--- src/hdl/sct_consts.vh ---
/*
  Constants for the seconds timer: register offsets, field positions,
  reset values and the default slow-tick divider count.
  Assumes a 32-bit classic Wishbone slave decoding byte addresses.
*/
`ifndef SCT_CONSTS_VH
`define SCT_CONSTS_VH

`define SCT_ADDR_MODE       4'h0
`define SCT_ADDR_ALARM      4'h4
`define SCT_ADDR_VALUE      4'h8
`define SCT_ADDR_STATUS     4'hc

`define SCT_MODE_RESET      32'h00008000
`define SCT_ALARM_RESET     32'hffffffff
`define SCT_VALUE_RESET     32'h00000000
`define SCT_STATUS_RESET    32'h00000000

`define SCT_PRESC_LSB       0
`define SCT_PRESC_MSB       15
`define SCT_BIT_ALARM_IEN   16
`define SCT_BIT_TICK_IEN    17
`define SCT_BIT_RESTART     18

`define SCT_BIT_ALARM_FLAG  0
`define SCT_BIT_TICK_FLAG   1

// Master clock 250 MHz, slow clock about 32.768 kHz
`define SCT_CLOCK_HZ        250000000
`define SCT_SLOW_HZ         32768
`define SCT_SLOW_DIV        (`SCT_CLOCK_HZ / `SCT_SLOW_HZ)

`endif

--- src/hdl/sct_seconds_timer.v ---
/*
  Seconds timer: a 32-bit count fed by a 16-bit prescaler of the slow clock,
  an alarm compare, tick and alarm flags, one level interrupt and a Wishbone slave.
  Register map, byte addresses:
    0x0 timer mode: prescale divisor, alarm and tick enables, restart command
    0x4 alarm compare value
    0x8 current count, read only
    0xc event status: alarm flag in bit 0, tick flag in bit 1, cleared by a read
  Restarts and flag clears wait for a slow tick, then cross two slow-tick
  stages, so they land two to three slow periods after the bus access.
  The interrupt follows the flags a cycle later and stays up until the
  delayed clear lands.
  Assumes a classic Wishbone master holding each request until ack; every
  access is answered one cycle after it is taken.
  The slow clock is an enable pulse derived from the master clock, so all
  state lives in one clock domain.
*/
// Added by the designer: register access over Wishbone.
`timescale 1ns/1ns
`include "sct_consts.vh"
module sct_seconds_timer #(
  parameter [31:0] SLOW_DIV = `SCT_SLOW_DIV
) (
  input  wire        clock,
  input  wire        reset_n,
  input  wire        wb_cyc_i,
  input  wire        wb_stb_i,
  input  wire        wb_we_i,
  input  wire [3:0]  wb_adr_i,
  input  wire [3:0]  wb_sel_i,
  input  wire [31:0] wb_dat_i,
  output reg  [31:0] wb_dat_o,
  output reg         wb_ack_o,
  output reg         irq
);

  // Reset image of the mode word and the prescaler load that gives its first period
  localparam [31:0] MODE_RESET  = `SCT_MODE_RESET;
  localparam [15:0] PRESC_RESET = MODE_RESET[`SCT_PRESC_MSB:`SCT_PRESC_LSB];
  localparam [15:0] PRESC_START = PRESC_RESET - 16'h0001;

  // Software-visible state
  reg  [15:0] prescale_divisor;
  reg         alarm_irq_enable;
  reg         tick_irq_enable;
  reg  [31:0] alarm_compare_value;
  reg  [31:0] current_count;
  reg         alarm_hit_flag;
  reg         tick_flag;

  // Prescaler state
  reg  [15:0] presc_left;

  // Requests waiting for the next slow tick, then two slow-tick stages
  reg         restart_pend;
  reg         restart_stage1;
  reg         restart_stage2;
  reg  [1:0]  clear_pend;
  reg  [1:0]  clear_stage1;
  reg  [1:0]  clear_stage2;

  wire        slow_en;
  wire        bus_req;
  wire        bus_wr;
  wire        bus_rd;
  wire        presc_wrap;
  wire [15:0] presc_reload;
  wire [31:0] next_count;
  wire        count_step;
  wire        alarm_match;
  wire [1:0]  clear_now;
  wire        restart_write;
  wire        status_read;
  wire        status_write;
  wire [1:0]  clear_ask;
  wire [1:0]  irq_source;
  reg  [31:0] mode_word;
  reg  [31:0] status_word;
  reg  [31:0] next_rdata;
  reg         next_alarm_flag;
  reg         next_tick_flag;

  sct_slow_tick #(
    .DIV (SLOW_DIV)
  ) u_slow_tick (
    .clock   (clock),
    .reset_n (reset_n),
    .tick    (slow_en)
  );

  // One access per request: acted on in the cycle ack is raised
  assign bus_req = wb_cyc_i & wb_stb_i & ~wb_ack_o;
  assign bus_wr  = bus_req & wb_we_i;
  assign bus_rd  = bus_req & ~wb_we_i;

  always @(posedge clock or negedge reset_n) begin
    if (!reset_n) begin
      wb_ack_o <= 1'b0;
    end else begin
      wb_ack_o <= bus_req;
    end
  end

  // Mode and alarm registers, byte lanes honoured
  always @(posedge clock or negedge reset_n) begin
    if (!reset_n) begin
      prescale_divisor    <= PRESC_RESET;
      alarm_irq_enable    <= 1'b0;
      tick_irq_enable     <= 1'b0;
      alarm_compare_value <= `SCT_ALARM_RESET;
    end else if (bus_wr) begin
      if (wb_adr_i == `SCT_ADDR_MODE) begin
        if (wb_sel_i[0]) begin
          prescale_divisor[7:0] <= wb_dat_i[7:0];
        end
        if (wb_sel_i[1]) begin
          prescale_divisor[15:8] <= wb_dat_i[15:8];
        end
        if (wb_sel_i[2]) begin
          alarm_irq_enable <= wb_dat_i[`SCT_BIT_ALARM_IEN];
          tick_irq_enable  <= wb_dat_i[`SCT_BIT_TICK_IEN];
        end
      end
      if (wb_adr_i == `SCT_ADDR_ALARM) begin
        if (wb_sel_i[0]) begin
          alarm_compare_value[7:0] <= wb_dat_i[7:0];
        end
        if (wb_sel_i[1]) begin
          alarm_compare_value[15:8] <= wb_dat_i[15:8];
        end
        if (wb_sel_i[2]) begin
          alarm_compare_value[23:16] <= wb_dat_i[23:16];
        end
        if (wb_sel_i[3]) begin
          alarm_compare_value[31:24] <= wb_dat_i[31:24];
        end
      end
    end
  end

  // Requests wait in a pending bit for the next slow tick, then cross two slow-tick stages.
  // Stage two holds between ticks and acts only at a tick, so it is applied exactly once.
  // A request arriving while another still waits in the pending bit merges with it; one already in a stage is applied on its own.
  assign restart_write = bus_wr & (wb_adr_i == `SCT_ADDR_MODE) & wb_sel_i[2] & wb_dat_i[`SCT_BIT_RESTART];
  assign status_read   = bus_rd & (wb_adr_i == `SCT_ADDR_STATUS);
  assign status_write  = bus_wr & (wb_adr_i == `SCT_ADDR_STATUS) & wb_sel_i[0];
  assign clear_ask     = status_read ? 2'h3 : (status_write ? wb_dat_i[1:0] : 2'h0);

  always @(posedge clock or negedge reset_n) begin
    if (!reset_n) begin
      restart_pend   <= 1'b0;
      restart_stage1 <= 1'b0;
      restart_stage2 <= 1'b0;
    end else if (slow_en) begin
      restart_pend   <= 1'b0;
      restart_stage1 <= restart_pend | restart_write;
      restart_stage2 <= restart_stage1;
    end else begin
      restart_pend   <= restart_pend | restart_write;
    end
  end

  always @(posedge clock or negedge reset_n) begin
    if (!reset_n) begin
      clear_pend   <= 2'h0;
      clear_stage1 <= 2'h0;
      clear_stage2 <= 2'h0;
    end else if (slow_en) begin
      clear_pend   <= 2'h0;
      clear_stage1 <= clear_pend | clear_ask;
      clear_stage2 <= clear_stage1;
    end else begin
      clear_pend   <= clear_pend | clear_ask;
    end
  end

  // Prescaler: counts down; zero divisor reloads 16'hffff, a 65536 period
  assign presc_reload = prescale_divisor - 16'h0001;
  assign presc_wrap   = (presc_left == 16'h0000);
  assign count_step   = slow_en & presc_wrap & ~restart_stage2;
  assign next_count   = current_count + 32'h00000001;

  always @(posedge clock or negedge reset_n) begin
    if (!reset_n) begin
      presc_left    <= PRESC_START;
      current_count <= `SCT_VALUE_RESET;
    end else if (slow_en) begin
      if (restart_stage2) begin
        presc_left    <= presc_reload;
        current_count <= `SCT_VALUE_RESET;
      end else if (presc_wrap) begin
        presc_left    <= presc_reload;
        current_count <= next_count;
      end else begin
        presc_left <= presc_left - 16'h0001;
      end
    end
  end

  // Flags: set wins over a clear landing in the same slow tick
  assign alarm_match = slow_en & (current_count == alarm_compare_value);
  assign clear_now   = slow_en ? clear_stage2 : 2'h0;

  // The alarm flag sets again at every slow tick while the count still
  // equals the compare value, so a clear during that time does not stick.
  always @* begin
    next_alarm_flag = alarm_hit_flag;
    if (clear_now[`SCT_BIT_ALARM_FLAG]) begin
      next_alarm_flag = 1'b0;
    end
    if (alarm_match) begin
      next_alarm_flag = 1'b1;
    end
  end

  // A flag set between a status read and its delayed clear is lost; short divisors make that likely
  always @* begin
    next_tick_flag = tick_flag;
    if (clear_now[`SCT_BIT_TICK_FLAG]) begin
      next_tick_flag = 1'b0;
    end
    if (count_step) begin
      next_tick_flag = 1'b1;
    end
  end

  always @(posedge clock or negedge reset_n) begin
    if (!reset_n) begin
      alarm_hit_flag <= 1'b0;
    end else begin
      alarm_hit_flag <= next_alarm_flag;
    end
  end

  always @(posedge clock or negedge reset_n) begin
    if (!reset_n) begin
      tick_flag <= 1'b0;
    end else begin
      tick_flag <= next_tick_flag;
    end
  end

  // Interrupt sources, one per status bit, each gated by its enable
  assign irq_source[`SCT_BIT_ALARM_FLAG] = alarm_hit_flag & alarm_irq_enable;
  assign irq_source[`SCT_BIT_TICK_FLAG]  = tick_flag & tick_irq_enable;

  // Registered, so irq trails the flags by a cycle and stays up until the clear lands
  always @(posedge clock or negedge reset_n) begin
    if (!reset_n) begin
      irq <= 1'b0;
    end else begin
      irq <= |irq_source;
    end
  end

  // Read data; restart is a command and reads as zero, unmapped addresses read zero
  always @* begin
    mode_word                                = 32'h00000000;
    mode_word[`SCT_PRESC_MSB:`SCT_PRESC_LSB] = prescale_divisor;
    mode_word[`SCT_BIT_ALARM_IEN]            = alarm_irq_enable;
    mode_word[`SCT_BIT_TICK_IEN]             = tick_irq_enable;
  end

  always @* begin
    status_word                      = 32'h00000000;
    status_word[`SCT_BIT_ALARM_FLAG] = alarm_hit_flag;
    status_word[`SCT_BIT_TICK_FLAG]  = tick_flag;
  end

  always @* begin
    next_rdata = 32'h00000000;
    case (wb_adr_i)
      `SCT_ADDR_MODE: begin
        next_rdata = mode_word;
      end
      `SCT_ADDR_ALARM: begin
        next_rdata = alarm_compare_value;
      end
      `SCT_ADDR_VALUE: begin
        next_rdata = current_count;
      end
      `SCT_ADDR_STATUS: begin
        next_rdata = status_word;
      end
      default: begin
        next_rdata = 32'h00000000;
      end
    endcase
  end

  always @(posedge clock or negedge reset_n) begin
    if (!reset_n) begin
      wb_dat_o <= 32'h00000000;
    end else if (bus_rd) begin
      wb_dat_o <= next_rdata;
    end
  end

endmodule // sct_seconds_timer

--- src/hdl/sct_slow_tick.v ---
/*
  Slow-clock enable generator: a one-cycle pulse every DIV master cycles.
  Assumes DIV is at least 1; DIV of 1 gives a pulse every cycle.
*/
`timescale 1ns/1ns
module sct_slow_tick #(
  parameter [31:0] DIV = 32'd7629
) (
  input  wire        clock,
  input  wire        reset_n,
  output reg         tick
);

  reg  [31:0] count;

  always @(posedge clock or negedge reset_n) begin
    if (!reset_n) begin
      count <= 32'h00000000;
      tick  <= 1'b0;
    end else if (count >= DIV - 32'd1) begin
      count <= 32'h00000000;
      tick  <= 1'b1;
    end else begin
      count <= count + 32'd1;
      tick  <= 1'b0;
    end
  end

endmodule // sct_slow_tick

--- config.mk ---
export PLATFORM = sky130hd
export DESIGN_NAME = sct_seconds_timer
export DESIGN_NICKNAME = d
export VERILOG_FILES = /design/src/hdl/sct_seconds_timer.v /design/src/hdl/sct_slow_tick.v
export VERILOG_INCLUDE_DIRS = /design/src /design/src/hdl
export SDC_FILE = /design/constraint.sdc
export NUM_CORES = 1
export LEC_CHECK = 0
export ABC_AREA = 1
export BUFFER_PORTS_ARGS = -buffer_cell sky130_fd_sc_hd__buf_2
export CAP_MARGIN = 20
export CORE_ASPECT_RATIO = 0.9
export CORE_MARGIN = 2
export CORE_UTILIZATION = 32
export DETAILED_ROUTE_END_ITERATION = 7
export PLACE_DENSITY = 0.5
export SLEW_MARGIN = 20
export SYNTH_ARGS = -nofsm -noshare
export SYNTH_HDL_FRONTEND = slang
export SYNTH_SLANG_ARGS = --single-unit
--- constraint.sdc ---
create_clock -name clock -period 1.55 [get_ports clock]
set_input_delay 0.2325 -clock clock [delete_from_list [all_inputs] [get_ports clock]]
set_output_delay 0.2325 -clock clock [all_outputs]
set_load 0.005 [all_outputs]
* Word-level counts from Yosys, hierarchy flattened
Index checks and enable logic that the tools add are counted.
Word-level totals: bits of input ports 45, flip-flop bits (word level) 176, output and inout bits 34, logic and storage cells 82
Cells by class: add/subtract/negate cells 4, reductions and logical operators 14, muxes and demuxes 16, $lt $le $gt $ge 1, bitwise logic cells 20, equal/unequal tests 4
Operators by type and width (number):
- $pmux 32 s4 | 1
- $mux 32 | 3
- $add 32x1->32 const B | 2
- $eq 32x32->1 | 1
- $ge 32x13->1 const B | 1
- $mux 16 | 2
- $sub 16x1->16 const B | 2
- $reduce_and 3->1 | 7
- $logic_not 16->1 | 1
- $and 1x1->1 | 15
- $eq 4x4->1 const B | 2
- $mux 2 | 4
- $mux 1 | 6
- $reduce_bool 2->1 | 3
- $eq 4x3->1 const B | 1
- $logic_not 4->1 | 1
- $not 1->1 | 3
- $or 2x2->2 | 1
- $reduce_and 2->1 | 1
- $reduce_or 2->1 | 1
- $or 1x1->1 | 1

* Longest topological paths before layout
Gate-level depths: netlist of the first run.
depth in word-level cells 9, mapped depth 11, depth with buffers taken out 11

* Hierarchy
A second synthesis of the first run with hierarchy kept.
Unflattened totals: cells, all modules 1288, area, all modules 9466.6 um2
By module, submodules not included:
- sct_seconds_timer | area each 8160.3 um2, seq. area each 3638.5 um2, cells an instance 1159, instances 1
- sct_slow_tick | area each 1306.3 um2, seq. area each 825.8 um2, cells an instance 129, instances 1

* Worst setup path before layout of the first run
Ideal clock, no wire load.
path type register to register, start point register presc_left[0], end point register presc_left[5], arrival 1504 ps, cell stages (with the launch flop) 12, setup slack -33 ps, buffers on the path 1, data required time 1471 ps, period minus slack after synthesis 1583 ps, library setup time 79 ps, cell sequence dfstp_2 > inv_1 > ha_1 > nand2_1 > nor2_2 > nand2_2 > nand2_4 > nand2_4 > inv_2 > buf_6 > o21ai_1 > nand2_1
On the way: longest elaborated chain between the ends 3, elaborated cells between the ends (all ways) 4, classes of those cells add/sub (1); mux (2); reduce/logical (1)
RTL lines:
- from (decl) | RTL line sct_seconds_timer.v:52 | reg [15:0] presc_left;
- from (signal assigned) | RTL line sct_seconds_timer.v:189 | presc_left <= presc_reload;
- from (signal assigned) | RTL line sct_seconds_timer.v:192 | presc_left <= presc_reload;
- from (signal assigned) | RTL line sct_seconds_timer.v:195 | presc_left <= presc_left - 16'h0001;
- $sub 16x1->16 or $logic_not 16->1 (tied branches) | RTL line sct_seconds_timer.v:195, sct_seconds_timer.v:179
- $mux 16 (*) | RTL line sct_seconds_timer.v:191 | end else if (presc_wrap) begin
- $mux 16 (*) | RTL line sct_seconds_timer.v:188 | if (restart_stage2) begin
Mark *: on every way between the ends. The rest lies on a longest branch, timed or not. A chain may end at the register's enable or synchronous reset.

* Worst setup path in the final report of the first run
start point register presc_left[0], end point register presc_left[7]
The elaborated chain is that of the path after synthesis.

==> results of run 1 <==
==> metal layers <==
layer | up-vias | share of wire | global-route usage
li1 | 4373 | - | -
met1 | 4015 | 0.53 | 0.3086
met2 | 183 | 0.42 | 0.2741
met3 | 17 | 0.047 | 0.03547
met4 | 0 | 0.0087 | 0.04451
met5 | - | 0 | 0
==> through the flow <==
stage	total power, W	utilization	setup TNS, ns
after floorplan	0.006211	-	0
after global placement	0.006951	0.3796	-1.950
after detailed placement	0.006969	0.3796	-3.516
after CTS	0.01136	0.4043	-0.5435
after global routing	0.01199	0.4115	-3.895
final	0.01136	0.4115	-0.2639
==> worst max-delay path by stage <==
| stage | start | slack [ns] | end |
|---|---|---|---|
| finish | presc_left[0]$_DFFE_PN1P_ | -0.03 | presc_left[7]$_DFFE_PN1P_ |
| global placement | presc_left[0]$_DFFE_PN1P_ | -0.1 | current_count[21]$_DFFE_PN0P_ |
| floorplan | presc_left[0]$_DFFE_PN1P_ | 0.01 | presc_left[5]$_DFFE_PN1P_ |
| CTS | presc_left[0]$_DFFE_PN1P_ | -0.06 | current_count[15]$_DFFE_PN0P_ |
| global route | presc_left[1]$_DFFE_PN1P_ | -0.13 | presc_left[8]$_DFFE_PN1P_ |
| detailed placement | presc_left[0]$_DFFE_PN1P_ | -0.16 | current_count[31]$_DFFE_PN0P_ |
==> worst max-delay path: cells and delay by family, from the launching register on <==
| kind | cells | cell delay (ns) |
|---|---|---|
| AOI/OAI and AO/OA | 2 | 0.13 |
| and+or+nand+nor | 6 | 0.51 |
| DFF | 1 | 0.56 |
| buffers and inverters | 2 | 0.17 |
| adders and majority gates | 1 | 0.16 |
==> cells in the final DEF (no fill, tap or decap), types with 17 or more instances in the layout <==
cell type and count:
conb_1 19, a21oi_1 29, nand3_1 76, o22ai_1 17, clkbuf_16 17, inv_1 134
o21ai_1 46, buf_4 95, dfstp_2 48, dfrtp_1 121, nor2_2 20, xor2_1 26
nand2_1 368, nor2_1 103, o21ai_0 77, buf_2 78, nor2_4 21
==> state kept, by name (all words and copies together) (netlist names), 2 cells and up <==
signal,cells
clear_pend,2
clear_stage2,2
u_slow_tick.count,32
wb_dat_o,32
clear_stage1,2
presc_left,16
current_count,32
prescale_divisor,16
alarm_compare_value,32
==> area by class of cell <==
type	instances	area, um2	area share
sequential	176	4473	0.3666
timing repair buffer	194	1439	0.1179
clock buffer	17	425.4	0.03486
tap	403	504.2	0.04132
clock inverter	15	145.1	0.01189
inverter	147	563.0	0.04614
multi-input combinational	913	4652	0.3813
==> cell families after synthesis <==
family	after synthesis	synth area share
buffers and inverters	183	0.07894
AO/OA/AOI/OAI	180	0.09936
other	1	0.0003923
flip-flops	176	0.4671
multiplexers	4	0.004712
AND/OR/NAND/NOR	664	0.3050
adder cells (fa/ha/maj)	6	0.007854
XOR/XNOR	40	0.03665
==> power breakdown <==
part | switching, W | internal (W) | leakage [nW]
registers | 0.000278 | 0.00497 | 2.22
clock network | 0.00212 | 0.00214 | 0.278
logic | 0.00111 | 0.000746 | 3.19
total | 0.00351 | 0.00786 | 5.68
==> cells in the mapped netlist, types with 2 or more instances <==
library cell    n  area (um2)
clkbuf_1       11       41.29
buf_2          14       70.07
buf_6           3       33.78
nand3_2         2       20.02
inv_2           4       15.01
xnor2_1        13       113.9
nor3_1         10       50.05
nand2_2        11       68.82
nor2_2         13       81.33
a22o_1          2       17.52
nor2_4         12       135.1
nor4_1          4       25.02
ha_1            6       75.07
buf_4           7       52.55
o21ai_1        32       160.2
nor3b_1         2       15.01
nand3_1        88       440.4
xor2_1         27       236.5
nand2_1       374        1404
a21oi_1        30       150.1
a31oi_1         2       12.51
dfrtp_1       128        3203
o2111ai_1       2       17.52
inv_1         143       536.8
nand4_1        16       100.1
o21ai_0        92       460.4
nand2_4         3       33.78
nor3_2          3       30.03
nand3b_1        3       22.52
mux2_2          2       22.52
dfstp_2        48        1261
mux2_1          2       22.52
and2_1          2       12.51
nor2_1        119       446.7
o22ai_1        17       106.4
==> what timing repair did <==
action / in CTS / in global routing
endpoints found under the setup margin: 55 / 67
endpoints found under the hold margin: 140 / 0
cloned: 1 / 1
hold buffers: 4 / 0
resized for setup: 36 / 61
pin swaps: 4 / 16
setup buffers: 0 / 3
==> impl_metrics.toml, run 1 <==
[run_status]
status = "finished with violations"
violations = "setup timing"

[detailed_routing]
drt_wl_total_um = 29250
viasPerCell = 4.605
wl_per_cell_um = 15.68
postRouteAntennaNets = 0
detail_route.iter0.violations = 682
drc = 0
dr_total_vias = 8588
dr.pass1.iters = 5

[layout]
stdcell_area_mm2 = 0.01220
diodes = 0
drive_gt1_frac = 0.2627
n_fill_cell = 3073
finish.net_count = 1500
areaGrowthSynthToFinish_pct = 27.66
finalNonFillerCells = 1865

[yosys]
yosysSeqAreaShare = 0.4671
synth-seq-cells = 176
syn-instance-count = 1254
avgSynthCellArea_um2 = 7.622
ys_async_sr_fraction = 1.000
syn_area_mm2 = 0.009558
synth-main-ff-cell = "dfrtp_1"
synth.distinct_cells = 42
synth_edf_count = 0
ys.warnings.count = 0

[die]
initial_core_util = 0.3223
dieArea_mm2 = 0.03127
core_mm2 = 0.02965
pin_count = 79
dieWidth_um = 186.2
rows = 60
fp.dieH_um = 168.0

[worst_setup_path]
r2r_end = "presc_left[7]$_DFFE_PN1P_"
crit_arrival_ns = 1.96
rrSetupSlack_ns = -0.03
path_cells = "inv_4 -> ha_4 -> nand2_2 -> nor2_2 -> nand2_2 -> nand2_4 -> nand2_4 -> buf_6 -> o21ai_1 -> o21ai_1 -> nand2_1"
cpPeakStageDelay_ns = 0.56
cpMaxStageDelayCell = "dfstp_2"
crit_fanout = 5
crit_required_ns = 1.93
r2r-start = "presc_left[0]$_DFFE_PN1P_"
reg2regPathDepth = 11
endpoint_kind = "flip-flop"
path_class = "reg2reg"
setup.worst_path.start_class = "flip-flop"

[place]
port_buffers = 78
post-place-cells = 1824
dpl.hpwl_um = 21980
place_ws_ns = -0.1611
dpl-instance-area_mm2 = 0.01126
gp_congestion = 0.8745

[global_routing]
grt_usage = 0.1957
grt_pass1_vias = 8276
grt_max_degree = 58
overflow = 0
grt_pass1_wl_um = 46890
antenna_found_initial = 0

[clock_network]
cts_htree_levels = 4
clk_pin_slew_ns = 0.08
clock_sinks = 176
cts_buffers = 17
clock_path_buffers = 2
clockRootBuffer = "clkbuf_16"
insertion_delay_ns = 0.45
cts_tree = "built"

[timing]
holdWs_ns = 0.01799
worst_slack_ns = -0.02964
slew_violations = 0
setup_viol = 20
rsz0062_at_grt = "yes"
post-route-period-util = 1.019
clock.fmax_ghz = 0.6331
fin_skew_ns = 0.01476
min_period_ns = 1.580
hold_violations = 0

[min_path]
holdPathEnd = "alarm_compare_value[24]$_DFFE_PN1P_"
holdPathStages = 2
min_from = "wb_dat_i[24]"
hold_class = "in2reg"

[power]
irDropWorstVdd_v = 0.0006895
cellLeakagePower_nw = 5.680
cellPowerDensity_mw_per_mm2 = 931.2

[flow_run]
drv_cap = 0
Note: power is estimated with default switching activity, not from simulation.
==> run 2: changes to the inputs <==
--- a/config.mk
+++ b/config.mk
@@ -6,7 +6,6 @@
 export SDC_FILE = /design/constraint.sdc
 export NUM_CORES = 1
 export LEC_CHECK = 0
-export ABC_AREA = 1
 export BUFFER_PORTS_ARGS = -buffer_cell sky130_fd_sc_hd__buf_2
 export CAP_MARGIN = 20
 export CORE_ASPECT_RATIO = 0.9
==> run 2 against run 1 <==
  * The flow still finishes with violations (setup timing)
  * First-iteration DRC count down 29%
  * Sequential share of layout area is 2.1 points lower
  * Count of clock-buffer cells in the layout up 1
  * Via count decreased by 11%
  * Critical endpoint is now current_count[8]$_DFFE_PN0P_
  * Critical path depth is 3 lower
  * Routed wire length down 4.0%
==> impl_metrics.toml, run 2 <==
[run_status]
status = "finished with violations"
violations = "setup timing"

[worst_setup_path]
rrSetupSlack_ns = -0.37
endpoint_kind = "flip-flop"
path_class = "reg2reg"
crit_arrival_ns = 2.26
crit_fanout = 7
reg2regPathDepth = 8
setup.worst_path.start_class = "flip-flop"
crit_required_ns = 1.89
r2r-start = "presc_left[7]$_DFFE_PN1P_"
r2r_end = "current_count[8]$_DFFE_PN0P_"

[yosys]
ys_async_sr_fraction = 1.000
avgSynthCellArea_um2 = 10.66
synth-seq-cells = 176
synth.most_common_cell = "dfrtp_1"
muxShareOfSynthArea = 0.09437
ys.warnings.count = 0
yosys-top-cells-count = "128 x dfrtp_1, 80 x nor2_1, 57 x nand2_1"
synth_edf_count = 0
synth.distinct_cells = 69
synth.area.top_cells = "dfrtp_1 36%, dfstp_2 14%, mux2_2 6.8%, nor2_1 3.4%, o21ai_0 2.9%"
synth-main-ff-cell = "dfrtp_1"
yosysTopAreaCell = "dfrtp_1"
synth-compound-area-share = 0.1372
synthSimpleGateAreaFrac = 0.1613
synthXorXnorAreaFrac = 0.05662
yosysSeqAreaShare = 0.5063
synthAdderAreaFrac = 0.008514
synth_top_area_share = 0.3633
syn-instance-count = 827
syn_area_mm2 = 0.008817
synth_top_family_by_area = "simple AND/OR/NAND/NOR gates"

[clock_network]
cts_tree = "built"
cts_buffers = 17
clk_pin_slew_ns = 0.07
clockRootBuffer = "clkbuf_16"
clock_sinks = 176
cts_htree_levels = 4
clock_path_buffers = 2
insertion_delay_ns = 0.44

[global_routing]
antenna_found_initial = 0
grt_pass1_vias = 7468
grt_max_degree = 49
grt_pass1_wl_um = 43310
overflow = 0
grt_usage = 0.1984

[timing]
min_period_ns = 1.921
worstMarginPinSlew_ns = 0.7507
clock.fmax_ghz = 0.5206
setup_viol = 54
worst_slack_ns = -0.3709
post-route-period-util = 1.239
slew_violations = 0
rsz0062_at_grt = "yes"
timing.slew.headroom = 0.4990
hold_violations = 0
fin_skew_ns = 0.01072

[place]
dpl-instance-area_mm2 = 0.01119
port_buffers = 78
dpl.hpwl_um = 20040
gp_congestion = 0.8678
post-place-cells = 1412

[die]
pin_count = 79
initial_core_util = 0.3262
dieWidth_um = 179.0
core_mm2 = 0.02703
fp.dieH_um = 161.5
dieArea_mm2 = 0.02890
rows = 57

[layout]
stdcell_area_mm2 = 0.01291
drive_gt1_frac = 0.4915
fin_util = 0.4775
areaGrowthSynthToFinish_pct = 46.37
most-common-layout-cells = "153 x buf_4, 127 x dfrtp_1, 77 x buf_2"
finish.net_count = 1155
finalNonFillerCells = 1471
final_common_cell = "buf_4"
diodes = 0
n_fill_cell = 2475

[detailed_routing]
dr_total_vias = 7604
drc = 0
wl_per_cell_um = 19.09
viasPerCell = 5.169
postRouteAntennaNets = 0
dr.pass1.iters = 5
drt_wl_total_um = 28080
detail_route.iter0.violations = 484

[min_path]
holdPathEnd = "alarm_compare_value[27]$_DFFE_PN1P_"
min_from = "wb_dat_i[27]"
holdPathStages = 2
hold_class = "in2reg"

[flow_run]
drv_cap = 0

[power]
cellPowerDensity_mw_per_mm2 = 922.6
irDropWorstVdd_v = 0.0007823
cellLeakagePower_nw = 5.799
## run 2: changes by cell type after synthesis, moves of 20 or more
cell     previous run  this run
nand2_1           374        57
inv_1             143        15
nand3_1            88        28
mux2_2              2        53
o21ai_0            92        51
nor2_1            119        80
o21ai_1            32         3
a22o_1              2        22
## run 2: how the worst max path moves through the flow
stage | startpoint | to | slack [ns] | cells past startpoint
2_1_floorplan | presc_left[0]$_DFFE_PN1P_ | presc_left[3]$_DFFE_PN1P_ | -0.26 | 8
3_3_place_gp | presc_left[1]$_DFFE_PN1P_ | presc_left[2]$_DFFE_PN1P_ | -0.40 | 9
3_5_place_dp | presc_left[1]$_DFFE_PN1P_ | current_count[14]$_DFFE_PN0P_ | -0.39 | 8
4_1_cts | presc_left[1]$_DFFE_PN1P_ | presc_left[14]$_DFFE_PN1P_ | -0.35 | 8
5_1_grt | presc_left[1]$_DFFE_PN1P_ | current_count[6]$_DFFE_PN0P_ | -0.47 | 8
6_report | presc_left[7]$_DFFE_PN1P_ | current_count[8]$_DFFE_PN0P_ | -0.37 | 8
## run 2: per-stage QoR
step	hold slack [ns]	setup slack (ns)	total power [W]	setup TNS (ns)
6_report	0.02139	-0.3709	0.01191	-14.11
5_1_grt	0.01585	-0.4719	0.01240	-20.23
4_1_cts	0.001763	-0.3526	0.01193	-13.84
3_5_place_dp	0.1737	-0.3875	0.007255	-26.64
3_3_place_gp	0.1759	-0.3992	0.007238	-22.67
2_1_floorplan	-0.06309	-0.2649	0.006243	-9.337
## run 2: timing repair
action / CTS / global route
endpoints found under the setup margin: 74 / 94
setup buffers: 14 / 7
pin swaps: 32 / 39
hold endpoints to repair: 27 / 0
hold buffers: 3 / 0
resized for setup: 75 / 115
cloned: 4 / 3
## run 2: area by class of cell
class / count / area (um2) / area share
inverters: 15 / 56.30 / 0.004363
clock buffers: 18 / 439.2 / 0.03403
well taps: 354 / 442.9 / 0.03432
multi-input cells: 607 / 4915 / 0.3808
flip-flops and latches: 176 / 4466 / 0.3460
clock inverters: 14 / 178.9 / 0.01386
repair buffers: 287 / 2409 / 0.1866
## run 2: layer usage
layer | vias to the layer above | global-route usage | wire, um
met1 | 3819 | 0.2987 | 13830
met2 | 190 | 0.2883 | 12590
met3 | 26 | 0.03743 | 1250
li1 | 3569 | - | -
met5 | - | 0 | 0
met4 | 0 | 0.05617 | 414
## run 2: power by group
group | switching, W | internal (W) | leakage [nW]
clock network | 0.00197 | 0.00260 | 0.294
logic | 0.00101 | 0.00102 | 3.31
registers | 0.000264 | 0.00505 | 2.19
total | 0.00324 | 0.00866 | 5.80
## run 2: worst max-delay path, cell delays in order, from the launching register on
cell     delay, ns
dfstp_2       0.39
nor4_4        0.34
buf_4         0.19
nand4_4       0.17
buf_6         0.18
a21oi_4       0.13
buf_12        0.15
o21ai_2       0.05
a22o_1        0.20
## run 2: cell families after synthesis
kind of cell    after synthesis
other cells                   1
flops                       176
mux                          74
simple gates                277
buf+inv                      62
xor+xnor                     57
fa+ha+maj                     6
compound gates              174
==> run 3: changes to the inputs <==
--- a/config.mk
+++ b/config.mk
@@ -6,13 +6,14 @@
 export SDC_FILE = /design/constraint.sdc
 export NUM_CORES = 1
 export LEC_CHECK = 0
-export BUFFER_PORTS_ARGS = -buffer_cell sky130_fd_sc_hd__buf_2
 export CAP_MARGIN = 20
 export CORE_ASPECT_RATIO = 0.9
 export CORE_MARGIN = 2
 export CORE_UTILIZATION = 32
 export DETAILED_ROUTE_END_ITERATION = 7
-export PLACE_DENSITY = 0.5
+export DONT_BUFFER_PORTS = 1
+export PLACE_DENSITY = 0.47
+export RECOVER_POWER = 50
 export SLEW_MARGIN = 20
 export SYNTH_ARGS = -nofsm -noshare
 export SYNTH_HDL_FRONTEND = slang
==> run 3 against run 2 <==
  * The flow finishes with violations (hold timing, setup timing)
  * First-iteration DRC count fell by 6.2%
  * Largest cell class unchanged
  * Non-clock buffer count fell by 69
  * Register-to-register slack improved by 0.02 ns
  * Highest routed layer unchanged
  * Critical path type unchanged
==> impl_metrics.toml, run 3 (same netlist as run 2, synthesis figures left out) <==
[run_status]
status = "finished with violations"
violations = "hold timing, setup timing"

[layout]
fin_util = 0.4523
diodes = 0
drive_gt1_frac = 0.4013
seqCellArea_mm2 = 0.004464
n_fill_cell = 2565
stdcell_area_mm2 = 0.01223
multi_input_area_mm2 = 0.004716
final_common_cell = "buf_4"
finish.net_count = 1087
most-common-layout-cells = "155 x buf_4, 128 x dfrtp_1, 68 x nor2_1"
areaGrowthSynthToFinish_pct = 38.67

[clock_network]
cts_buffers = 17
clock_path_buffers = 2
cts_tree = "built"
hold_buffers = 32
clockRootBuffer = "clkbuf_16"
cts_htree_levels = 4
insertion_delay_ns = 0.45
clk_pin_slew_ns = 0.08
clock_sinks = 176

[place]
gp_congestion = 0.8338
port_buffers = 0
dpl.hpwl_um = 19420
dpl-instance-area_mm2 = 0.01056
place_ws_ns = -0.4185

[timing]
min_period_ns = 1.898
setup_viol = 50
post-route-period-util = 1.224
slew_violations = 0
rsz0062_at_grt = "yes"
worstMarginPinSlew_ns = 0.7179
timing.slew.headroom = 0.5196
hold_violations = 176
holdWs_ns = -0.5133
worst_slack_ns = -0.3477
fin_skew_ns = 0.01611
clock.fmax_ghz = 0.5269

[power]
seq_power_share = 0.456
p_sw_frac = 0.2539
cellPowerDensity_mw_per_mm2 = 958.5
total_power_w = 0.01172
pwr-share-comb = 0.147
switchingPower_w = 0.002976
irDropWorstVdd_v = 0.0007956
intPower_w = 0.008743
cellLeakagePower_nw = 5.381
pwr-share-clk = 0.396

[min_path]
hold_class = "in2async"

[global_routing]
use_met2 = 0.2787
grt-busiest-layer = "met1"
grt_pass1_wl_um = 42790
grt_pass1_vias = 7250
use_met3 = 0.04190
overflow = 0
grt_usage = 0.1954
grt_util_met1 = 0.2989
antenna_found_initial = 0
grt_max_degree = 177

[detailed_routing]
wl_per_cell_um = 19.45
detail_route.iter0.violations = 454
drc = 0
postRouteAntennaNets = 0
dr_total_vias = 7199
drt_wl_total_um = 27290
viasPerCell = 5.131
dr.pass1.iters = 5

[die]
dieArea_mm2 = 0.02890
initial_core_util = 0.3262
pin_count = 79
dieWidth_um = 179.0
fp.dieH_um = 161.5
rows = 57
core_mm2 = 0.02703

[worst_setup_path]
cpPeakStageDelay_ns = 0.39
setup.worst_path.start_class = "flip-flop"
path_class = "reg2reg"
cpMaxStageDelayCell = "dfstp_2"
crit_required_ns = 1.88
endpoint_kind = "flip-flop"
crit_arrival_ns = 2.23
crit_fanout = 5
crit_path_frequent_cell = "a21o_1"
path_cells = "inv_4 -> ha_4 -> nor4b_4 -> and4_4 -> o21ai_4 -> buf_12 -> buf_8 -> a21o_1 -> a21o_1"

[flow_run]
drv_cap = 0
run 3: power groups by stage:
| stage | registers [W] | clock network (W) | logic, W |
|---|---|---|---|
| floorplan | 0.00538 | 0 | 0.000866 |
| global placement | 0.00540 | 0 | 0.00149 |
| detailed placement | 0.00541 | 0 | 0.00150 |
| CTS | 0.00534 | 0.00476 | 0.00165 |
| global route | 0.00539 | 0.00495 | 0.00187 |
| finish | 0.00535 | 0.00465 | 0.00173 |
run 3: metrics by stage:
stage                     cells  hold slack (ns)  TNS (ns)
after floorplan             845         -0.06309    -9.337
after global placement     1321         -0.04565    -15.70
after detailed placement   1321         -0.04937    -16.81
after CTS                  1394          -0.5215    -12.96
after global routing       1403          -0.5393    -20.71
final                      1403          -0.5133    -13.31
run 3: what timing repair did:
action                                 4_1_cts  5_1_grt
setup endpoints to repair                   90      101
setup buffers                                8        8
resized for setup                           68       72
gates cloned                                 2        2
endpoints found under the hold margin      226      176
pin swaps                                   17       39
run 3: routing by layer:
metal | share of wire | vias up
li1 | - | 3434
met1 | 0.50 | 3574
met2 | 0.44 | 167
met3 | 0.048 | 24
met4 | 0.017 | 0
met5 | 0 | -
run 3: worst max-delay path: cells and delay by family (launching register included):
kind	cells	cell delay [ns]
AOI/OAI and AO/OA	3	0.39
adders and majority gates	1	0.13
buffers and inverters	3	0.35
DFF	1	0.39
and+or+nand+nor	2	0.53
run 3: worst paths after layout:
path                                      startpoint                                  to  slack, ns  cells after the start
min in group clock                       wb_sel_i[2]              restart_pend$_DFF_PN0_       0.03                      2
setup / recovery           presc_left[0]$_DFFE_PN1P_       current_count[14]$_DFFE_PN0P_      -0.35                      9
hold reg to reg              clear_pend[1]$_DFF_PN0_             clear_pend[1]$_DFF_PN0_       0.49                      2
hold / removal                               reset_n          presc_left[15]$_DFFE_PN0P_      -0.51                      0
setup reg to reg           presc_left[0]$_DFFE_PN1P_       current_count[14]$_DFFE_PN0P_      -0.35                      9
max in group asynchronous                    reset_n  alarm_compare_value[4]$_DFFE_PN1P_       1.65                      0
run 3: area by class of cell:
type / count / area share
flip-flops and latches: 176 / 0.3651
well taps: 354 / 0.03623
repair buffers: 218 / 0.1570
multi-input cells: 608 / 0.3857
inverters: 15 / 0.005014
clock buffers: 21 / 0.03766
clock inverters: 11 / 0.01330
